**config.mk**
```make
export PLATFORM = sky130hd
export DESIGN_NAME = rom_fetch
export DESIGN_NICKNAME = d
export VERILOG_FILES = /design/src/core/rom_fetch_pkg.sv /design/src/core/gated_counter.sv /design/src/core/rom_fetch.sv /design/src/core/strap_sampler.sv
export SDC_FILE = /design/constraint.sdc
export NUM_CORES = 1
export LEC_CHECK = 0
export ABC_AREA = 1
export BUFFER_PORTS_ARGS = -buffer_cell sky130_fd_sc_hd__buf_2
export CAP_MARGIN = 20
export CORE_ASPECT_RATIO = 2
export CORE_MARGIN = 4
export CORE_UTILIZATION = 55
export DETAILED_ROUTE_END_ITERATION = 8
export PLACE_DENSITY = 0.8
export REMOVE_ABC_BUFFERS = 1
export SYNTH_ARGS = -nofsm -noshare
export SYNTH_HDL_FRONTEND = slang
export SYNTH_SLANG_ARGS = --single-unit
```
**constraint.sdc**
```tcl
create_clock -name sys_clk -period 2.2 [get_ports sys_clk]
set_input_delay 0.11 -clock sys_clk [delete_from_list [all_inputs] [get_ports sys_clk]]
set_output_delay 0.11 -clock sys_clk [all_outputs]
set_load 0.02 [all_outputs]
```
**src/core/rom_fetch_pkg.sv**
```systemverilog
/*
 * Package of constants for the external program ROM fetch and paging block:
 * register offsets, field positions, reset values, fetch timing counts.
 * Assumes a 50 MHz system clock and 32-bit Avalon-MM register access.
 */
package rom_fetch_pkg;
    // ****************************************************************
    // Register map (byte addresses)
    // ****************************************************************
    localparam logic [3:0] OFS_PAGE_SELECT = 4'h0;
    localparam logic [3:0] OFS_ANALOG_POWER = 4'h4;
    localparam logic [3:0] OFS_FETCH_CTRL = 4'h8;
    localparam logic [3:0] OFS_STATUS = 4'hc;
    localparam logic [3:0] OFS_TIMER = 4'h0;
    // ****************************************************************
    // Field positions and reset values
    // ****************************************************************
    localparam int SDT_POWER_BIT = 5;
    localparam int NARROW_PAGE_W = 4;
    localparam int WIDE_PAGE_W = 5;
    localparam int CTRL_PAGE_INSTR_BIT = 0;
    localparam int CTRL_LONG_BIT = 1;
    localparam int CTRL_RUN_BIT = 2;
    localparam logic [7:0] PAGE_SELECT_RESET = 8'h00;
    localparam logic [7:0] ANALOG_POWER_RESET = 8'h00;
    // ****************************************************************
    // Fetch timing
    // ****************************************************************
    localparam int CLK_PERIOD_NS = 20;
    localparam int ROM_ACCESS_NS = 100;
    localparam int ROM_SETUP_NS = 20;
    localparam int INSTR_DONE_WIDTH_NS = 30;
    // Least times round up
    localparam int ACCESS_CYCLES = (ROM_ACCESS_NS + ROM_SETUP_NS + CLK_PERIOD_NS - 1) / CLK_PERIOD_NS;
    localparam int DONE_CYCLES = (INSTR_DONE_WIDTH_NS + CLK_PERIOD_NS - 1) / CLK_PERIOD_NS;
    localparam logic [7:0] WAIT_INIT = 8'(ACCESS_CYCLES);
    localparam logic [7:0] DONE_INIT = 8'(DONE_CYCLES);
    localparam int PROG_ADDR_W = 15;
    localparam int PROG_DATA_W = 13;
    localparam int PAGE_OFFSET_W = 10;
endpackage

```
**src/core/gated_counter.sv**
```systemverilog
/*
 * Real-time counter that advances only while its gate is high.
 * Assumes gate is a registered level.
 */
`timescale 1ns/10ps
module gated_counter #(
    parameter int WIDTH = 8
) (
    input wire logic sys_clk,
    input wire logic rst,
    input wire logic clk_en,
    input wire logic gate,
    output logic [WIDTH-1:0] count_reg
);
    // ****************************************************************
    // Counter
    // ****************************************************************
    always_ff @(posedge sys_clk) begin
        if (rst) begin
            count_reg <= '0;
        end else if (clk_en && gate) begin
            count_reg <= count_reg + 1'b1;
        end
    end
endmodule

```
**src/core/rom_fetch.sv**
```systemverilog
/*
 * External program ROM fetch and program paging block.
 * Assumes an external ROM that answers within the access time, straps synchronous
 * to sys_clk, and an Avalon-MM master for the registers.
 */
// The implementer's own choices: the address map and the Avalon-MM register port.
// Behaviour
// - Wide strap high reads 13 data lines, low reads only eight lines
// - Narrow mode: half select low fetches high 5 bits, high fetches low 8
// - Drive program address for each fetch; ROM returns word on data bus
// - Pulse instruction done strobe when instruction complete, next may fetch
// - Drive even/odd ROM select to choose one of two ROM banks
// - Page strap low: 4-bit page in bits 3..0, port bits 7..4 above
// - Page strap high: 5-bit page in bits 4..0, port bits 7..5 above
// - Page field value is the program page number directly
// - Page changes by page instruction or by long jump and long call
// - Real-time counter counts while gate high, holds while low
// - Main clock rate chosen by clock-rate select input level
// - Tone tolerance narrow when select low, wide when high
// - Supply detector enabled while its active-low enable is low
// - Analog power bit 5 powers stutter tone detector up or down
// - Both upper port seven interrupt inputs set one shared flag
// - Wake-capable bank pins may be configured as watchdog wake sources
// - Test input high enters test mode; normally low
`timescale 1ns/10ps
module rom_fetch #(
    parameter int TIMER_W = 8
) (
    input wire logic sys_clk,
    input wire logic rst,
    input wire logic clk_en,
    input wire logic [3:0] avs_address,
    input wire logic avs_read,
    input wire logic avs_write,
    input wire logic [31:0] avs_writedata,
    output logic [31:0] avs_readdata,
    output logic avs_waitrequest,
    input wire logic rom_bus_width_strap,
    input wire logic page_width_strap,
    input wire logic timer_count_gate,
    input wire logic clock_rate_select,
    input wire logic tone_tolerance_select,
    input wire logic supply_detector_enable_n,
    input wire logic test_mode_in,
    input wire logic ext_irq_two,
    input wire logic ext_irq_three,
    input wire logic [7:0] wake_capable_io_bank,
    input wire logic [12:0] program_data_bus,
    output logic [14:0] program_address_bus,
    output logic byte_half_select,
    output logic even_odd_rom_select,
    output logic instruction_done_strobe,
    output logic [7:0] upper_io_bits,
    output logic stutter_tone_detector_power,
    output logic slow_clock_select,
    output logic wide_tone_tolerance,
    output logic supply_detector_on,
    output logic test_mode,
    output logic shared_irq_flag,
    output logic wake_request,
    output logic [12:0] instruction_word
);
    // ****************************************************************
    // Declarations
    // ****************************************************************
    typedef enum logic [4:0] {
        ST_IDLE = 5'b00001,
        ST_HIGH = 5'b00010,
        ST_LOW = 5'b00100,
        ST_DONE = 5'b01000,
        ST_NEXT = 5'b10000
    } fetch_state_t;
    fetch_state_t state_reg;
    logic wide_bus_reg;
    logic wide_page_reg;
    logic gate_reg;
    logic [7:0] page_select_reg;
    logic [7:0] analog_power_reg;
    logic [7:0] wake_enable_reg;
    logic [9:0] pc_reg;
    logic [4:0] fetch_page_reg;
    logic [7:0] wait_reg;
    logic [12:0] word_reg;
    logic run_reg;
    logic [9:0] jump_target_reg;
    logic long_pending_reg;
    logic irq_two_prev;
    logic irq_three_prev;
    logic [TIMER_W-1:0] timer_count;
    logic [4:0] page_field;
    logic bus_access;
    logic irq_event;
    logic clear_irq;
    logic [12:0] word_next;
    // ****************************************************************
    // Strap sampling
    // ****************************************************************
    strap_sampler #(.RESET_VAL(1'b1)) u_bus_strap (
        .sys_clk(sys_clk),
        .rst(rst),
        .clk_en(clk_en),
        .level_in(rom_bus_width_strap),
        .level_reg(wide_bus_reg)
    );
    strap_sampler #(.RESET_VAL(1'b0)) u_page_strap (
        .sys_clk(sys_clk),
        .rst(rst),
        .clk_en(clk_en),
        .level_in(page_width_strap),
        .level_reg(wide_page_reg)
    );
    strap_sampler #(.RESET_VAL(1'b1)) u_gate (
        .sys_clk(sys_clk),
        .rst(rst),
        .clk_en(clk_en),
        .level_in(timer_count_gate),
        .level_reg(gate_reg)
    );
    gated_counter #(.WIDTH(TIMER_W)) u_timer (
        .sys_clk(sys_clk),
        .rst(rst),
        .clk_en(clk_en),
        .gate(gate_reg),
        .count_reg(timer_count)
    );
    // ****************************************************************
    // Misc strap outputs
    // ****************************************************************
    always_ff @(posedge sys_clk) begin
        if (rst) begin
            slow_clock_select <= 1'b0;
            wide_tone_tolerance <= 1'b0;
            supply_detector_on <= 1'b0;
            test_mode <= 1'b0;
        end else if (clk_en) begin
            slow_clock_select <= clock_rate_select;
            wide_tone_tolerance <= tone_tolerance_select;
            supply_detector_on <= ~supply_detector_enable_n;
            test_mode <= test_mode_in;
        end
    end
    // ****************************************************************
    // Register bus
    // ****************************************************************
    assign bus_access = (avs_read || avs_write) && avs_waitrequest;
    assign clear_irq = avs_write && !avs_waitrequest && avs_address == rom_fetch_pkg::OFS_STATUS
        && avs_writedata[0];
    assign page_field = wide_page_reg ? page_select_reg[4:0] : {1'b0, page_select_reg[3:0]};
    always_ff @(posedge sys_clk) begin
        if (rst) begin
            avs_waitrequest <= 1'b1;
        end else if (clk_en) begin
            avs_waitrequest <= !bus_access;
        end
    end
    always_ff @(posedge sys_clk) begin
        if (rst) begin
            avs_readdata <= 32'h00000000;
        end else if (clk_en && bus_access && avs_read) begin
            case (avs_address)
                rom_fetch_pkg::OFS_PAGE_SELECT: avs_readdata <= {24'h000000, page_select_reg};
                rom_fetch_pkg::OFS_ANALOG_POWER: avs_readdata <= {24'h000000, analog_power_reg};
                rom_fetch_pkg::OFS_FETCH_CTRL: avs_readdata <= {16'h0000, wake_enable_reg, 5'h00, run_reg,
                    2'h0};
                rom_fetch_pkg::OFS_STATUS: avs_readdata <= {3'h0, word_reg, 8'(timer_count),
                    1'b0, page_field, wide_bus_reg, shared_irq_flag};
                default: avs_readdata <= 32'h00000000;
            endcase
        end
    end
    always_ff @(posedge sys_clk) begin
        if (rst) begin
            page_select_reg <= rom_fetch_pkg::PAGE_SELECT_RESET;
            long_pending_reg <= 1'b0;
            jump_target_reg <= 10'h000;
        end else if (clk_en) begin
            if ((state_reg == ST_IDLE && run_reg) || (state_reg == ST_NEXT && wait_reg <= 8'h01)) begin
                long_pending_reg <= 1'b0;
            end
            if (avs_write && !avs_waitrequest && avs_address == rom_fetch_pkg::OFS_PAGE_SELECT) begin
                page_select_reg <= avs_writedata[7:0];
            end else if (avs_write && !avs_waitrequest && avs_address == rom_fetch_pkg::OFS_FETCH_CTRL
                && avs_writedata[rom_fetch_pkg::CTRL_LONG_BIT]) begin
                // Long jump or call sets page
                if (wide_page_reg) begin
                    page_select_reg[4:0] <= avs_writedata[20:16];
                end else begin
                    page_select_reg[3:0] <= avs_writedata[19:16];
                end
                jump_target_reg <= avs_writedata[31:22];
                long_pending_reg <= 1'b1;
            end
        end
    end
    always_ff @(posedge sys_clk) begin
        if (rst) begin
            analog_power_reg <= rom_fetch_pkg::ANALOG_POWER_RESET;
            wake_enable_reg <= 8'h00;
            run_reg <= 1'b0;
        end else if (clk_en && avs_write && !avs_waitrequest) begin
            if (avs_address == rom_fetch_pkg::OFS_ANALOG_POWER) begin
                analog_power_reg <= avs_writedata[7:0];
            end
            if (avs_address == rom_fetch_pkg::OFS_FETCH_CTRL) begin
                run_reg <= avs_writedata[rom_fetch_pkg::CTRL_RUN_BIT];
                wake_enable_reg <= avs_writedata[15:8];
            end
        end
    end
    // ****************************************************************
    // Port and detector outputs
    // ****************************************************************
    always_ff @(posedge sys_clk) begin
        if (rst) begin
            upper_io_bits <= 8'h00;
            stutter_tone_detector_power <= 1'b0;
            wake_request <= 1'b0;
        end else if (clk_en) begin
            // Fewer port bits in wide layout
            upper_io_bits <= wide_page_reg ? {page_select_reg[7:5], 5'h00} : {page_select_reg[7:4], 4'h0};
            stutter_tone_detector_power <= analog_power_reg[rom_fetch_pkg::SDT_POWER_BIT];
            wake_request <= |(wake_enable_reg & wake_capable_io_bank);
        end
    end
    // ****************************************************************
    // Shared interrupt flag
    // ****************************************************************
    // Either input sets one flag
    assign irq_event = (ext_irq_two && !irq_two_prev) || (ext_irq_three && !irq_three_prev);
    always_ff @(posedge sys_clk) begin
        if (rst) begin
            irq_two_prev <= 1'b0;
            irq_three_prev <= 1'b0;
            shared_irq_flag <= 1'b0;
        end else if (clk_en) begin
            irq_two_prev <= ext_irq_two;
            irq_three_prev <= ext_irq_three;
            if (irq_event) begin
                shared_irq_flag <= 1'b1;
            end else if (clear_irq) begin
                shared_irq_flag <= 1'b0;
            end
        end
    end
    // ****************************************************************
    // Fetch sequencer
    // ****************************************************************
    // Width selects data lines used
    always_comb begin
        word_next = word_reg;
        if (wide_bus_reg) begin
            word_next = program_data_bus;
        end else if (state_reg == ST_HIGH) begin
            word_next = {program_data_bus[4:0], 8'h00};
        end else begin
            word_next = {word_reg[12:8], program_data_bus[7:0]};
        end
    end
    always_ff @(posedge sys_clk) begin
        if (rst) begin
            state_reg <= ST_IDLE;
            wait_reg <= 8'h00;
            word_reg <= 13'h0000;
            pc_reg <= 10'h000;
            fetch_page_reg <= 5'h00;
            byte_half_select <= 1'b0;
            instruction_done_strobe <= 1'b0;
            instruction_word <= 13'h0000;
        end else if (clk_en) begin
            case (state_reg)
                ST_IDLE: begin
                    instruction_done_strobe <= 1'b0;
                    if (run_reg) begin
                        fetch_page_reg <= page_field;
                        if (long_pending_reg) begin
                            pc_reg <= jump_target_reg;
                        end
                        byte_half_select <= 1'b0;
                        wait_reg <= rom_fetch_pkg::WAIT_INIT;
                        state_reg <= ST_HIGH;
                    end
                end
                ST_HIGH: begin
                    if (wait_reg > 8'h01) begin
                        wait_reg <= wait_reg - 8'h01;
                    end else begin
                        word_reg <= word_next;
                        if (wide_bus_reg) begin
                            state_reg <= ST_DONE;
                        end else begin
                            byte_half_select <= 1'b1;
                            wait_reg <= rom_fetch_pkg::WAIT_INIT;
                            state_reg <= ST_LOW;
                        end
                    end
                end
                ST_LOW: begin
                    if (wait_reg > 8'h01) begin
                        wait_reg <= wait_reg - 8'h01;
                    end else begin
                        word_reg <= word_next;
                        state_reg <= ST_DONE;
                    end
                end
                ST_DONE: begin
                    instruction_word <= word_reg;
                    instruction_done_strobe <= 1'b1;
                    wait_reg <= rom_fetch_pkg::DONE_INIT;
                    state_reg <= ST_NEXT;
                end
                ST_NEXT: begin
                    if (wait_reg > 8'h01) begin
                        wait_reg <= wait_reg - 8'h01;
                    end else begin
                        instruction_done_strobe <= 1'b0;
                        pc_reg <= long_pending_reg ? jump_target_reg : pc_reg + 10'h001;
                        state_reg <= ST_IDLE;
                    end
                end
                default: state_reg <= ST_IDLE;
            endcase
        end
    end
    always_ff @(posedge sys_clk) begin
        if (rst) begin
            program_address_bus <= 15'h0000;
            even_odd_rom_select <= 1'b0;
        end else if (clk_en) begin
            program_address_bus <= {fetch_page_reg, pc_reg};
            even_odd_rom_select <= pc_reg[0];
        end
    end
    // ****************************************************************
    // Checks
    // ****************************************************************
    chk_narrow_half_low: assert property (@(posedge sys_clk) disable iff (rst)
        (clk_en && state_reg == ST_LOW) |-> byte_half_select)
        else $error("half select not high in low read");
    chk_done_after_word: assert property (@(posedge sys_clk) disable iff (rst)
        $rose(instruction_done_strobe) |-> $past(state_reg) == ST_DONE)
        else $error("done strobe without assembled word");
    chk_sdt_power: assert property (@(posedge sys_clk) disable iff (rst)
        clk_en |=> stutter_tone_detector_power == $past(analog_power_reg[rom_fetch_pkg::SDT_POWER_BIT]))
        else $error("detector power mismatch");
    chk_supply_enable: assert property (@(posedge sys_clk) disable iff (rst)
        clk_en |=> supply_detector_on == !$past(supply_detector_enable_n))
        else $error("supply detector enable wrong");
    chk_timer_hold: assert property (@(posedge sys_clk) disable iff (rst)
        (clk_en && !gate_reg) |=> $stable(timer_count))
        else $error("timer moved while gated");
    chk_irq_shared: assert property (@(posedge sys_clk) disable iff (rst)
        (clk_en && irq_event) |=> shared_irq_flag)
        else $error("shared flag not set");
    chk_test_mode: assert property (@(posedge sys_clk) disable iff (rst)
        clk_en |=> test_mode == $past(test_mode_in))
        else $error("test mode not followed");
    chk_page_stable: assert property (@(posedge sys_clk) disable iff (rst)
        (state_reg == ST_LOW) |-> $stable(fetch_page_reg))
        else $error("page changed mid fetch");
    cov_narrow: cover property (@(posedge sys_clk) state_reg == ST_LOW);
    cov_wide: cover property (@(posedge sys_clk) wide_bus_reg && instruction_done_strobe);
    cov_long: cover property (@(posedge sys_clk) long_pending_reg && state_reg == ST_NEXT);
endmodule

```
**src/core/strap_sampler.sv**
```systemverilog
/*
 * Strap sampler: registers one strap/control input level each cycle.
 * Assumes the input is synchronous to sys_clk.
 */
`timescale 1ns/10ps
module strap_sampler #(
    parameter logic RESET_VAL = 1'b0
) (
    input wire logic sys_clk,
    input wire logic rst,
    input wire logic clk_en,
    input wire logic level_in,
    output logic level_reg
);
    // ****************************************************************
    // Sample register
    // ****************************************************************
    always_ff @(posedge sys_clk) begin
        if (rst) begin
            level_reg <= RESET_VAL;
        end else if (clk_en) begin
            level_reg <= level_in;
        end
    end
endmodule

```
==> out/metrics.yaml, run 1 <==
logic_synthesis:
  ys_seq_area_share_pct: 45.7
  ys_ff_latch: 161
  synth-edff-count: 0
  yosys_most_used_dff: "dfxtp_1"
  yosysTopAreaCell: "dfxtp_1"
  ys_warn_count: 0
  synth_cells: 978
  async_reset_ff_share_pct: 0
  synth_area_um2: 7060
  synth_top_cells_by_count: "197 x nand2_1, 171 x nor2_1, 161 x dfxtp_1"
  synthMostInstantiatedCell: "nand2_1"
  synthTopCellsByArea: "dfxtp_1 46%, nand2_1 10%, nor2_1 9.1%, o21ai_0 6.7%, a21oi_1 5.7%"
  syn_avg_cell_area_um2: 7.22
  synth_top_area_share_pct: 45.7
  yosysUniqueCellTypes: 43
timing:
  fin_setup_tns_ns: 0
  fin_crit_sh_pct: 89.4
  relSlewSlack_pct: 48.3
  finalSetupViolCount: 0
  final-max-slew-violation-count: 0
  skew_ns: 0.0137
  min_period_ns: 1.97
  rsz0062_at_grt: "false"
  worst_pin_slew_ns: 0.775
  hold_violations: 0
  max_freq_mhz: 509
hold_path:
  holdPathStages: 3
  hold_start: "program_data_bus[4]"
  hp-class: "input port to register"
routing:
  dr_total_vias: 7290
  ant_nets: 0
  drc_errors: 0
  initialDrtViolationCount: 432
  wl_per_cell_um: 15.8
  vias_per_cell: 5.52
  wirelength_um: 20800
  drt_first_pass_iters: 5
floorplanning:
  ios: 150
  design.core.area_um2: 12600
  chipWidth_um: 88.1
  initial_core_util_pct: 56.2
  die_area_um2: 14800
  dieHeight_um: 168
  num_rows: 58
clocking:
  clock-root-buffer: "clkbuf_16"
  insertion_delay_ns: 0.43
  cts.clk_slew.worst_paths_ns: 0.07
  cts_tree: "built"
  clockBufferDepth: 2
  htree_levels: 4
  cts_buffers: 17
  cts_resized: 0
  cts.sinks: 161
grt:
  grt_max_degree: 85
  grt_pass1_vias: 7248
  grt_overflow_total: 0
  grt_first_pass_wirelength_um: 33300
  antenna_found_initial: 1
  globalRouteTotalUtil_pct: 28.6
pwr:
  swShare_pct: 26.4
  p_seq_share_pct: 43.8
  vdd_drop_max_mv: 0.701
  p_comb_share_pct: 11.1
  switching_power_uw: 1830
  power_density_nw_per_um2: 773
  p_int_uw: 5090
  clock_power_share_pct: 45.0
  p_leak_uw: 0.00395
  power_uw: 6920
placement:
  gp_congestion: 0.929
  io_buffer_count: 141
  dp_hpwl_um: 14100
cells_and_area:
  final-seq-area_um2: 3220
  regMostFlops: "avs_readdata"
  filler_cell_count: 1044
  top_regs: "avs_readdata x29, program_address_bus x15"
  area_growth_pct: 26.9
  drive_gt1_share_pct: 19.7
  multiInputGateArea_um2: 3330
  n_antenna_cell: 0
  nNetsFinal: 1232
  largest_reg_flops: 29
setup_path:
  startpoint: "wait_reg[0]$_SDFFE_PP0P_"
  critPathKind: "register to register"
  start_kind: "register"
  critical_path_required_ns: 2.55
  r2r-start: "wait_reg[0]$_SDFFE_PP0P_"
  reg2reg_depth: 11
  cp_max_fo: 7
  crit_arrival_ns: 2.31
  crit_path_end_kind: "register"
job:
  drv_cap: 0
status:
  status: "complete, no violations"
==> worst max-delay path: stages (launching register included) <==
cell	delay, ns
dfxtp_1	0.32
inv_1	0.13
ha_1	0.32
nor2_1	0.08
nor2_1	0.10
nand2_1	0.08
nand2_1	0.07
nand2_1	0.07
nor2_2	0.29
buf_4	0.21
nand3_1	0.07
a21oi_1	0.13
==> final cells by class <==
cell class | count | area share, %
inverter | 77 | 3.23
sequential | 161 | 36.0
timing repair buffer | 203 | 14.5
tap | 150 | 2.10
multi-input combinational | 697 | 37.2
clock inverter | 15 | 2.21
clock buffer | 17 | 4.75
==> path summary, 6_finish.rpt <==
check,endpoint,slack [ns]
worst max-delay path,pc_reg[7]$_SDFFE_PP0P_,0.23
worst min-delay path,word_reg[4]$_SDFFE_PP0P_,0.01
worst max register to register,pc_reg[7]$_SDFFE_PP0P_,0.23
worst min register to register,instruction_word[0]$_SDFFE_PP0P_,0.46
==> power groups by stage <==
| stage | registers (uW) | logic, uW | clock network (uW) |
|---|---|---|---|
| 2_1_floorplan | 3130 | 373 | 0 |
| 3_3_place_gp | 3100 | 685 | 0 |
| 3_5_place_dp | 3100 | 695 | 0 |
| 4_1_cts | 3030 | 763 | 3140 |
| 5_1_grt | 3040 | 842 | 3280 |
| 6_report | 3030 | 772 | 3120 |
==> cell families after synthesis <==
kind of cell	synth area share, %
buf+inv	7.45
flops	45.7
xor+xnor	0.621
fa+ha+maj	0.709
compound gates	17.2
simple gates	28.3
other cells	0.0531
==> stage by stage <==
stage	utilization, %	hold WS (ns)	setup slack [ns]	cells	instance area (um^2)
2_1_floorplan	-	0.179	0.137	935	6840
3_3_place_gp	62.7	0.291	0.315	1242	7870
3_5_place_dp	62.7	0.293	0.261	1242	7870
4_1_cts	71.3	0.00129	0.236	1320	8950
5_1_grt	71.3	0.00414	0.0133	1320	8950
6_report	71.3	0.0115	0.234	1320	8950
==> layout by cell type (no fill, tap or decap), types with 4 or more instances in the layout <==
cell type and count:
dlygate4sd3_1 46, nand3_1 58, inv_2 10, buf_4 15
nand4_1 6, clkbuf_16 17, nand2_1 197, o21ai_0 94
nand2_2 7, a22oi_1 13, buf_2 141, nor2_2 5
o211ai_1 5, o22ai_1 4, conb_1 7, clkinvlp_4 4
a31oi_1 9, nor2_1 171, a21oi_1 80, dfxtp_1 161
inv_1 66, nor2_4 6, ha_1 4
==> routing by layer <==
layer | GRT usage, % | share of wire (%) | vias up
li1 | - | - | 3546
met1 | 28.6 | 35 | 3404
met2 | 53.6 | 56 | 269
met3 | 5.78 | 5.6 | 69
met4 | 14.3 | 3.8 | 2
met5 | 0 | 0.034 | -
==> repair_timing <==
item	CTS	global route
buffers inserted	0	0
hold endpoints to repair	48	0
hold buffers	46	0
No activity file was read; power rests on OpenSTA's default activity.
==> run 2: changes to the inputs <==
CELL_PAD_IN_SITES_DETAIL_PLACEMENT = 0   (was default)
CELL_PAD_IN_SITES_GLOBAL_PLACEMENT = 2   (was default)
CORE_UTILIZATION = 30   (was 55)
HOLD_SLACK_MARGIN = 0.1   (was default)
PLACE_DENSITY = default   (was 0.8)
PLACE_DENSITY_LB_ADDON = 0.1   (was default)
==> run 2 against run 1 <==
Net effect:
- register-to-register slack improved by 0.02 ns
- critical endpoint is now wake_request$_SDFFE_PP0P_
- worst setup slack improved by 0.020 ns
- non-clock buffer count increased by 12
- sequential cell count unchanged
- clock power increased by 7.7%
- final area increased by 3.9%
- critical path depth decreased by 5
- clock skew decreased by 0.0065 ns
- global-route usage decreased by 9.7 points
==> out/metrics.yaml, run 2 (synthesis gave the netlist of run 1 again) <==
status:
  status: "complete, no violations"
timing:
  fin_setup_tns_ns: 0
  skew_ns: 0.00723
  hold_violations: 0
  finalSetupViolCount: 0
  rsz0062_at_grt: "false"
  relSlewSlack_pct: 58.6
  max_freq_mhz: 514
  min_period_ns: 1.95
  final-max-slew-violation-count: 0
  worst_pin_slew_ns: 0.620
  fin_crit_sh_pct: 88.5
  finalWorstSetupSlack_ns: 0.254
floorplanning:
  design.core.area_um2: 23200
  die_area_um2: 26200
  ios: 150
  initial_core_util_pct: 30.4
  num_rows: 79
  chipWidth_um: 116
  dieHeight_um: 225
grt:
  grt_max_degree: 94
  globalRouteTotalUtil_pct: 18.9
  grt_pass1_vias: 6954
  grt_overflow_total: 0
  grt_first_pass_wirelength_um: 37400
  antenna_found_initial: 0
cells_and_area:
  layout_commonest_cell: "nand2_1"
  final-seq-area_um2: 3220
  largest_reg_flops: 29
  final_cell_mix: "197 x nand2_1, 171 x nor2_1, 161 x dfxtp_1"
  nNetsFinal: 1244
  filler_cell_count: 2522
  drive_gt1_share_pct: 19.5
  area_growth_pct: 31.8
  top_regs: "avs_readdata x29, program_address_bus x15"
  regMostFlops: "avs_readdata"
  multiInputGateArea_um2: 3330
  n_antenna_cell: 0
  final_area_um2: 9300
  utilization_pct: 40.0
routing:
  wirelength_um: 23700
  vias_per_cell: 4.70
  drt_first_pass_iters: 5
  wl_per_cell_um: 16.2
  initialDrtViolationCount: 352
  drc_errors: 0
  ant_nets: 0
  dr_total_vias: 6886
clocking:
  htree_levels: 4
  clock-root-buffer: "clkbuf_16"
  insertion_delay_ns: 0.44
  cts_buffers: 17
  cts.clk_slew.worst_paths_ns: 0.06
  cts.sinks: 161
  clockBufferDepth: 2
  cts_tree: "built"
  cts_setup_buffers: 0
setup_path:
  cp_num_buf_inv: 2
  slowest_stage: "dlygate4sd3_1"
  cp_max_fo: 3
  crit_path_end_kind: "register"
  crit_arrival_ns: 2.27
  crit_family: "buffers and inverters"
  path_cells: "nand2_1, nand2_1, a221oi_1, dlygate4sd3_1, a31oi_1, dlygate4sd3_1"
  start_kind: "register"
  critical_path_required_ns: 2.52
  critPathKind: "register to register"
  max_stage_delay_ns: 0.58
pwr:
  power_uw: 7200
  vdd_drop_max_mv: 0.527
  p_leak_uw: 0.00405
  power_density_nw_per_um2: 774
hold_path:
  hp-class: "input port to register"
placement:
  io_buffer_count: 141
  dp_hpwl_um: 17000
  place_ws_ns: 0.232
  place_area_um2: 8070
  gp_congestion: 0.780
job:
  drv_cap: 0
[run 2: worst paths after layout]
path / endpoint / slack [ns] / cells past startpoint / startpoint
setup / recovery: wake_request$_SDFFE_PP0P_ / 0.25 / 6 / wake_enable_reg[4]$_SDFFE_PP0P_
hold / removal: instruction_word[10]$_SDFFE_PP0P_ / 0.14 / 3 / clk_en
setup reg to reg: wake_request$_SDFFE_PP0P_ / 0.25 / 6 / wake_enable_reg[4]$_SDFFE_PP0P_
hold reg to reg: instruction_word[10]$_SDFFE_PP0P_ / 0.46 / 2 / instruction_word[10]$_SDFFE_PP0P_
[run 2: worst reg2reg max path: stages (launching register included)]
cell and delay (ns):
dfxtp_1 0.33, nand2_1 0.06, nand2_1 0.05, a221oi_1 0.18, dlygate4sd3_1 0.58, a31oi_1 0.07, dlygate4sd3_1 0.56
[run 2: power breakdown]
part           internal [uW]  switching [uW]  total, uW  leakage [uW]
Combinational            308             494        802       0.00242
Clock                   2130            1230       3360      0.000328
Sequential              2980            54.0       3040       0.00130
Total                   5420            1780       7200       0.00405
[run 2: timing repair]
| item | CTS | global route |
|---|---|---|
| hold buffers | 57 | 0 |
| endpoints found under the setup margin | 0 | 2 |
| resized for setup | 0 | 1 |
| hold endpoints to repair | 60 | 0 |
[run 2: metrics by stage]
step                      hold WS (ns)  cells
after floorplan                  0.179    935
after global placement           0.297   1376
after detailed placement         0.298   1376
after CTS                        0.120   1465
after global routing             0.138   1465
final                            0.139   1465
[run 2: area by class of cell]
cell class                 count  area share, %
tap                          283           3.81
inverter                      77           3.11
clock buffer                  23           5.25
clock inverter                 9           1.87
sequential                   161           34.6
timing repair buffer         215           15.5
multi-input combinational    697           35.8
[run 2: metal layers]
metal	routed length (um)	track usage [%]	vias up	part of all wire (%)
li1	-	-	3575	-
met1	9010	20.0	3152	38
met2	13200	35.4	130	56
met3	926	4.43	29	3.9
met4	575	6.67	0	2.4
met5	0	0	-	0
==> run 3: changes to the inputs <==
CTS_BUF_LIST = sky130_fd_sc_hd__clkbuf_8 sky130_fd_sc_hd__clkbuf_16   (was default)
==> run 3 against run 2 <==
Net effect:
- clock skew barely moved
- worst hold slack about the same
- clock-buffer cell count shrank 2
- combinational power is essentially flat
==> out/metrics.yaml, run 3 (synthesis gave the netlist of run 1 again) <==
status:
  status: "complete, no violations"
cells_and_area:
  area_growth_pct: 31.8
  largest_reg_flops: 29
  drive_gt1_share_pct: 19.5
  utilization_pct: 40.0
  final_cell_mix: "197 x nand2_1, 171 x nor2_1, 161 x dfxtp_1"
  layout_commonest_cell: "nand2_1"
  nNetsFinal: 1244
  regMostFlops: "avs_readdata"
  n_antenna_cell: 0
  top_regs: "avs_readdata x29, program_address_bus x15"
setup_path:
  crit_path_end_kind: "register"
  cp_num_buf_inv: 2
  crit_family: "buffers and inverters"
  path_cells: "nand2_1, nand2_1, a221oi_1, dlygate4sd3_1, a31oi_1, dlygate4sd3_1"
  r2r-start: "wake_enable_reg[4]$_SDFFE_PP0P_"
  max_stage_delay_ns: 0.58
  critical_path_required_ns: 2.52
  start_kind: "register"
  slowest_stage: "dlygate4sd3_1"
  crit_arrival_ns: 2.27
  reg2reg_depth: 6
  cp_max_fo: 3
  reg2reg_slack_ns: 0.25
  r2r_end: "wake_request$_SDFFE_PP0P_"
  critPathKind: "register to register"
floorplanning:
  dieHeight_um: 225
  num_rows: 79
  initial_core_util_pct: 30.4
  die_area_um2: 26200
  design.core.area_um2: 23200
  chipWidth_um: 116
  ios: 150
clocking:
  cts.clk_slew.worst_paths_ns: 0.06
  clock-root-buffer: "clkbuf_16"
  cts_buffers: 17
  insertion_delay_ns: 0.44
  htree_levels: 4
  cts.sinks: 161
  cts_tree: "built"
  clockBufferDepth: 2
routing:
  drc_errors: 0
  initialDrtViolationCount: 328
  dr_total_vias: 6897
  wl_per_cell_um: 16.2
  drt_first_pass_iters: 4
  wirelength_um: 23800
  vias_per_cell: 4.71
  ant_nets: 0
grt:
  grt_first_pass_wirelength_um: 37400
  grt_overflow_total: 0
  grt_max_degree: 94
  grt_pass1_vias: 6954
  globalRouteTotalUtil_pct: 18.9
  antenna_found_initial: 0
hold_path:
  hold_end: "instruction_word[10]$_SDFFE_PP0P_"
  hold_start: "clk_en"
  hp-class: "input port to register"
  holdPathStages: 3
timing:
  max_freq_mhz: 514
  skew_ns: 0.00738
  final-max-slew-violation-count: 0
  hold_violations: 0
  min_period_ns: 1.95
  fin_setup_tns_ns: 0
  finalSetupViolCount: 0
  rsz0062_at_grt: "false"
  relSlewSlack_pct: 58.7
  finalWorstSetupSlack_ns: 0.253
  worst_pin_slew_ns: 0.619
  fin_crit_sh_pct: 88.5
job:
  drv_cap: 0
placement:
  gp_congestion: 0.780
  place_ws_ns: 0.232
  dp_hpwl_um: 17000
  io_buffer_count: 141
pwr:
  power_density_nw_per_um2: 773
  vdd_drop_max_mv: 0.527
  p_leak_uw: 0.00406
[run 3: cell count changes in the layout (fill, tap and decap cells not counted)]
cell,before,now
inv_1,66,68
clkbuf_1,2,0
[run 3: worst max-delay path by stage]
stage / startpoint / to / cells after the start
CTS: wait_reg[0]$_SDFFE_PP0P_ / pc_reg[5]$_SDFFE_PP0P_ / 11
detailed placement: wait_reg[0]$_SDFFE_PP0P_ / pc_reg[5]$_SDFFE_PP0P_ / 11
finish: wake_enable_reg[4]$_SDFFE_PP0P_ / wake_request$_SDFFE_PP0P_ / 6
global placement: wait_reg[0]$_SDFFE_PP0P_ / pc_reg[5]$_SDFFE_PP0P_ / 11
floorplan: avs_waitrequest$_SDFFE_PP1P_ / avs_readdata[16]$_SDFFE_PP0P_ / 4
global route: wake_enable_reg[4]$_SDFFE_PP0P_ / wake_request$_SDFFE_PP0P_ / 6
[run 3: final cells by class]
type	instances	area, um^2
fillers	2522	13900
multi-input cells	697	3330
flip-flops and latches	161	3220
repair buffers	215	1440
clock buffers	21	480
well taps	283	354
inverters	77	289
clock inverters	11	181
[run 3: repair_timing]
action / 4_1_cts / 5_1_grt
buffers inserted: 0 / 0
resized for setup: 0 / 1
endpoints found under the hold margin: 60 / 0
setup endpoints to repair: 0 / 2
hold buffers: 57 / 0
[run 3: power breakdown]
group          total, uW  internal [uW]  switching (uW)
sequential          3040           2980            54.1
combinational        802            308             494
clock               3360           2120            1230
total               7190           5410            1780
[run 3: worst min-delay path: stages]
cell,delay (ns)
buf_2,0.21
nand3_1,0.13
a21oi_1,0.06
[run 3: per-stage QoR]
stage / area [um^2] / power, uW / hold slack, ns / cells
global placement: 8070 / 3840 / 0.297 / 1376
floorplan: 6840 / 3500 / 0.179 / 935
detailed placement: 8070 / 3840 / 0.298 / 1376
finish: 9300 / 7190 / 0.139 / 1465
global route: 9300 / 7510 / 0.138 / 1465
CTS: 9300 / 7290 / 0.120 / 1465
[run 3: metal layers]
layer  wire, um  up-vias  track usage [%]
met5          0        -                0
met1       9150     3166             20.0
met2      13200      127             35.4
li1           -     3575                -
met3        841       29             4.43
met4        575        0             6.67
